## config.mk

```make
export PLATFORM = sky130hd
export DESIGN_NAME = ist_init_detect_flat
export DESIGN_NICKNAME = d
export VERILOG_FILES = /design/src/hw/ist_pkg.sv /design/src/hw/ist_init_if.sv /design/src/hw/ist_init_detect.sv /design/src/flat_wrapper.sv
export SDC_FILE = /design/constraint.sdc
export NUM_CORES = 1
export LEC_CHECK = 0
export BUFFER_PORTS_ARGS = -buffer_cell sky130_fd_sc_hd__buf_2
export CORE_MARGIN = 8
export CORE_UTILIZATION = 26
export CTS_CLUSTER_DIAMETER = 150
export DETAILED_ROUTE_END_ITERATION = 7
export PLACE_DENSITY_LB_ADDON = 0.08
export SYNTH_ARGS = -nofsm -noshare
export SYNTH_HDL_FRONTEND = slang
export SYNTH_SLANG_ARGS = --single-unit
export TNS_END_PERCENT = 30
```

## constraint.sdc

```tcl
create_clock -name i_sys_clk -period 2.6 [get_ports i_sys_clk]
set_clock_uncertainty 0.1 [all_clocks]
set_input_delay 0.39 -clock i_sys_clk [delete_from_list [all_inputs] [get_ports i_sys_clk]]
set_output_delay 0.39 -clock i_sys_clk [all_outputs]
set_load 0.1 [all_outputs]
```

## src/hw/ist_pkg.sv

```systemverilog
`default_nettype none
package ist_pkg;

	// ************************************************************
	// timing of the static test
	// ************************************************************
	localparam int IST_TEST_DELAY_NS = 800; // longest pin to result delay
	localparam int IST_CLK_PERIOD_NS = 40;  // 25 MHz system clock
	localparam int IST_SETTLE_CYCLES =
		(IST_TEST_DELAY_NS / IST_CLK_PERIOD_NS < 1) ? 1 :
		IST_TEST_DELAY_NS / IST_CLK_PERIOD_NS;

	// ************************************************************
	// mode select codes {mode_select_0, mode_select_1, side}
	// ************************************************************
	localparam logic [2:0] IST_SEL_INPUT  = 3'h5; // 1,0,1
	localparam logic [2:0] IST_SEL_OUTPUT = 3'h6; // 1,1,0
	localparam logic [2:0] IST_SEL_HIZ    = 3'h4; // 1,0,0

	// ************************************************************
	// initialization pattern {frame_pulse, bit_clock} per step
	// ************************************************************
	localparam int         IST_INIT_STEPS = 7;
	localparam logic [2:0] IST_INIT_LAST  = 3'h6;
	localparam logic [2:0] IST_INIT_FIRST = 3'h0;
	localparam logic [1:0] IST_INIT_PAT [0:IST_INIT_STEPS-1] =
		'{2'h0, 2'h1, 2'h0, 2'h2, 2'h3, 2'h2, 2'h1};

	// ************************************************************
	// types
	// ************************************************************
	typedef enum logic [1:0] {
		IST_FUNC = 2'h0,
		IST_IN   = 2'h1,
		IST_OUT  = 2'h2,
		IST_HIZ  = 2'h3
	} ist_mode_e;

	typedef enum logic [1:0] {
		IST_ST_HUNT  = 2'h0,
		IST_ST_TRACK = 2'h1,
		IST_ST_ARMED = 2'h2
	} ist_state_e;

	typedef struct packed {
		logic data_out;
		logic data_oe;
		logic ctrl_out;
		logic ctrl_oe;
		logic fp_od_out;
		logic fp_od_oe;
		logic result_out;
		logic result_oe;
		logic clk_out;
		logic clk_oe;
		logic fp_out;
		logic fp_oe;
		logic sf_out;
		logic sf_oe;
	} ist_pins_s;

	localparam ist_pins_s IST_PINS_RST = '0;

endpackage
`default_nettype wire

```

## src/hw/ist_init_if.sv

```systemverilog
`timescale 1ns/1ps
`default_nettype none
// init pattern view shared between the top and the detector
interface ist_init_if;
	logic bit_clock;   // sampled bit clock pin
	logic frame_pulse; // sampled frame pulse pin
	logic superframe;  // sampled superframe pin
	logic quiet;       // every other init input but superframe held low
	logic armed;       // init pattern has been seen

	modport top (output bit_clock, frame_pulse, superframe, quiet,
		input armed);
	modport det (input bit_clock, frame_pulse, superframe, quiet,
		output armed);
endinterface
`default_nettype wire

```

## src/hw/ist_init_detect.sv

```systemverilog
`timescale 1ns/1ps
`default_nettype none
module ist_init_detect
	import ist_pkg::*;
(
	// clock and reset
	input  wire logic i_sys_clk,
	input  wire logic i_resetn,
	// pattern view
	ist_init_if.det   pins
);

	// ************************************************************
	// pattern tracker
	// ************************************************************
	ist_state_e state;
	ist_state_e next_state;
	logic [2:0] idx;
	logic [2:0] next_idx;
	logic [1:0] pat;
	logic [2:0] idx_up;

	assign pat    = {pins.frame_pulse, pins.bit_clock};
	assign idx_up = 3'(idx + 3'h1);

	// next step of the seven step toggle pattern
	always_comb begin
		next_state = state;
		next_idx   = idx;
		unique case (state)
			IST_ST_HUNT: begin
				if (pins.quiet && !pins.superframe &&
					pat == IST_INIT_PAT[0]) begin // RULE3
					next_state = IST_ST_TRACK;
					next_idx   = IST_INIT_FIRST;
				end
			end
			IST_ST_TRACK: begin
				if (!pins.quiet || pins.superframe) begin // RULE3
					next_state = IST_ST_HUNT;
				end else if (pat == IST_INIT_PAT[idx]) begin
					next_idx = idx;
				end else if (pat == IST_INIT_PAT[idx_up]) begin
					next_idx = idx_up;
					if (idx_up == IST_INIT_LAST) begin // RULE2
						next_state = IST_ST_ARMED;
					end
				end else if (pat == IST_INIT_PAT[0]) begin
					next_idx = IST_INIT_FIRST;
				end else begin
					next_state = IST_ST_HUNT;
				end
			end
			IST_ST_ARMED: begin
				next_state = IST_ST_ARMED;
			end
			default: begin
				next_state = IST_ST_HUNT;
			end
		endcase
	end

	// state registers
	always_ff @(posedge i_sys_clk) begin
		if (!i_resetn) begin
			state <= IST_ST_HUNT;
			idx   <= IST_INIT_FIRST;
		end else begin
			state <= next_state;
			idx   <= next_idx;
		end
	end

	assign pins.armed = (state == IST_ST_ARMED);

	// ************************************************************
	// checks
	// ************************************************************
	property p_arm_last;
		@(posedge i_sys_clk) disable iff (!i_resetn)
		(state == IST_ST_TRACK && idx == 3'h5 && pins.quiet &&
		!pins.superframe && pat == 2'h1) |=> pins.armed;
	endproperty
	a_arm_last: assert property (p_arm_last) // RULE2
		else $error("init pattern end did not arm");

	property p_arm_noise;
		@(posedge i_sys_clk) disable iff (!i_resetn)
		(state == IST_ST_TRACK && !pins.quiet) |=> state == IST_ST_HUNT;
	endproperty
	a_arm_noise: assert property (p_arm_noise) // RULE3
		else $error("init tracking survived a high input");

	c_armed: cover property (@(posedge i_sys_clk) $rose(pins.armed));

endmodule
`default_nettype wire

```

## src/flat_wrapper.sv

```systemverilog
// flat-port wrapper written by rule: the top's interface ports become plain ports
module ist_init_detect_flat import ist_pkg::*;
  (i_sys_clk, i_resetn, pins_bit_clock, pins_frame_pulse, pins_superframe, pins_quiet, pins_armed);
  ist_init_if pins_i ();
  input  wire logic i_sys_clk;
  input  wire logic i_resetn;
  input wire logic [$bits(pins_i.bit_clock)-1:0] pins_bit_clock;
  input wire logic [$bits(pins_i.frame_pulse)-1:0] pins_frame_pulse;
  input wire logic [$bits(pins_i.superframe)-1:0] pins_superframe;
  input wire logic [$bits(pins_i.quiet)-1:0] pins_quiet;
  output wire logic [$bits(pins_i.armed)-1:0] pins_armed;
  assign pins_i.bit_clock = pins_bit_clock;
  assign pins_i.frame_pulse = pins_frame_pulse;
  assign pins_i.superframe = pins_superframe;
  assign pins_i.quiet = pins_quiet;
  assign pins_armed = pins_i.armed;
  ist_init_detect u_core (.i_sys_clk(i_sys_clk), .i_resetn(i_resetn), .pins(pins_i));
endmodule
```

==> results.md <==
* Outcome: finished clean
* Vias in the first global route at between 400 and 500
* Top Ports at 7
* Worst-Skew Late Latency at between 200 and 250 ps
* Row count at 17
* Post-route ant nets at 0
* Post-route DRC at 0
* Die width at between 60 and 70 um
* Final Max Slew Viols at 0
* Non-filler cells, final at between 100 and 150
* Fillers at between 200 and 250
* Initial Utilization at a little over a quarter
* Vias at 502
* Avg WL per Cell at around 11 um
* Postcts setup bufs at 0
* Setup TNS at 0 ps
* Number of synthesized flops with an enable pin at 0
* Power Density at between 200 and 300 mW/mm2
* Critical path data arrival time at 2240 ps
* Largest net degree at the start of global routing at 9
* Lkg Pwr at 0.242 nW
* Final min period at roughly 2200 ps
* Routed vias/inst at 4.61
* Final setup violation count at 0
* Setup CP Type: flop to flop
* Final Wtd Congestion at approximately 0.73
* Count of final hold-check violations at 0
* Seq/Total Area, Yosys at between 10% and 20%
* Dpl hpwl at just under 1000 um
* CTS Buf Count at 3
* F_max at 452 MHz
* Largest cells by area after synthesis: dfxtp_1, ha_1, a21oi_1
* Pwr Total at about 0.19 mW
* Least-Margin Pin Slew at approximately 480 ps
* TritonRoute pass-1 iters at 5
* Multi-input logic area at roughly 420 um2
* Total area of sequential cells at about 100 um2
* Netlist Area Pre-Place at 562 um2
* RSZ-0062 raised after global routing: false
* Share of layout cells above drive strength 1 at roughly 20%
* Iter 0 DRT Violations at 6
* Total track usage at slightly below 6%
* Worst slew margin at between 60% and 70%
* Worst path max stage delay at 440 ps
* Commonest cells post-synth: a21oi_1, nand2_1, ha_1, inv_1, nor2_1
* Crit start category: flop
* Synth cell types at 29
* Crit. End Element: flop
* Worst hold path class: input pin to flop
* Diodes inserted at 0
* Final wirelength at approximately 1200 um
* Syn_nets at 85
* Global-route wire length before repair at around 1800 um
* P&R area growth vs syn at 13.6%
* Worst Path Max Fanout at 5
* Crit-path leading delay family: compound AO/OA/AOI/OAI gates
* WP data required at around 2600 ps
* Initial antenna violation count at 0
* Clock H-tree levels at 1
* Post_cts resized at 0
* Synth Register Bits at 5
* Mapped Cells at between 70 and 80
* CP max-delay cell: dfxtp_1
* Die height at around 62 um
* Number of buffers added on ports at 6
* Mean Syn Cell Area at around 7.7 um2
* Post-synth top area share at between 10% and 20%
* Core Area at between 0.002 and 0.0025 mm2
* Clock transition at path regs at approximately 40 ps
* Post-synth top area cell: dfxtp_1
* NumNets Final at 94
* Fin crit share at ~85%
* Critical Path, Cell by Cell: inv_1 > ha_1 > nand2b_1 > a21oi_1 > o22ai_1 > a211o_2 > a22oi_2 > nor2_2
* Synth Flop Type: dfxtp_1
* Placed cell count at 105
* Maxcap violations at 0
* DIE AREA at between 0.003 and 0.004 mm2
* CTS tree: done
* Clk root buf: clkbuf_4
* CTS sink cnt at 5
* Synth Warn # at 0
* FFs w/ async S/R, synth at 0%
* Worst vdd ir at 0.000182 V
* Grt total ovfl at 0
* Hold buffer count at CTS at 0
* Max clock buf depth at 2
* Buf+Inv Stages, Crit Path at 1
placed cells by master, fill, tap and decap left out, types with 2 or more instances in the layout:
cell type,count
or2_1,3
o22ai_1,3
nand3_1,4
nand2b_1,4
nor2b_1,3
a21oi_1,7
o21ai_0,2
nor2_1,6
buf_2,6
ha_1,6
nand2_1,7
inv_1,6
clkbuf_4,3
dfxtp_1,5
sequential cells by signal, summed over array words and instances, names as in the netlist:
register      cells
u_core.idx        3
u_core.state      2
routing by layer:
metal	vias to the layer above	GRT usage, %	routed length [um]
met1	226	6.63	548
met2	5	8.93	571
met5	-	0	0
met4	0	5.98	14
li1	269	-	-
met3	2	1.08	20
logic make-up after synthesis:
| logic type | share of synthesized area [%] |
|---|---|
| adder cells (fa/ha/maj) | 13.4 |
| AO/OA/AOI/OAI | 28.7 |
| XOR/XNOR | 3.12 |
| buffers and inverters | 6.68 |
| flip-flops | 17.8 |
| AND/OR/NAND/NOR | 30.3 |
worst min-delay path, cell delays in order:
cell     delay (ps)
buf_2           140
nand2_1          60
o22ai_1          50
stage by stage:
step	worst slack, ps	utilization [%]	hold slack (ps)	area [um2]
2_1_floorplan	393	-	401	562
3_3_place_gp	351	28.8	441	612
3_5_place_dp	362	28.8	455	612
4_1_cts	362	30.0	348	638
5_1_grt	229	30.0	391	638
6_report	387	30.0	360	638
cell type report:
class,count,area share (%)
Clock buffer,4,4.12
Inverter,6,3.53
Multi-Input combinational cell,60,66.5
Sequential cell,5,15.7
Tap cell,28,5.49
Timing Repair Buffer,6,4.71
where the power goes:
group / leakage (nW) / internal (mW) / total, mW / switching [mW]
registers: 0.0403 / 0.0774 / 0.0778 / 0.000490
clock network: 0.0150 / 0.0578 / 0.0861 / 0.0283
logic: 0.187 / 0.00999 / 0.0246 / 0.0146
path summary, 6_finish.rpt:
check | slack (ps) | cells after the start | to | startpoint
worst max-delay path | 390 | 8 | u_core.idx[2] | u_core.idx[1]
worst min-delay path | 360 | 3 | u_core.state[0] | i_resetn
worst min register to register | 450 | 1 | u_core.idx[0] | u_core.idx[0]
worst max register to register | 390 | 8 | u_core.idx[2] | u_core.idx[1]
Power figures use the tool's default switching activity.
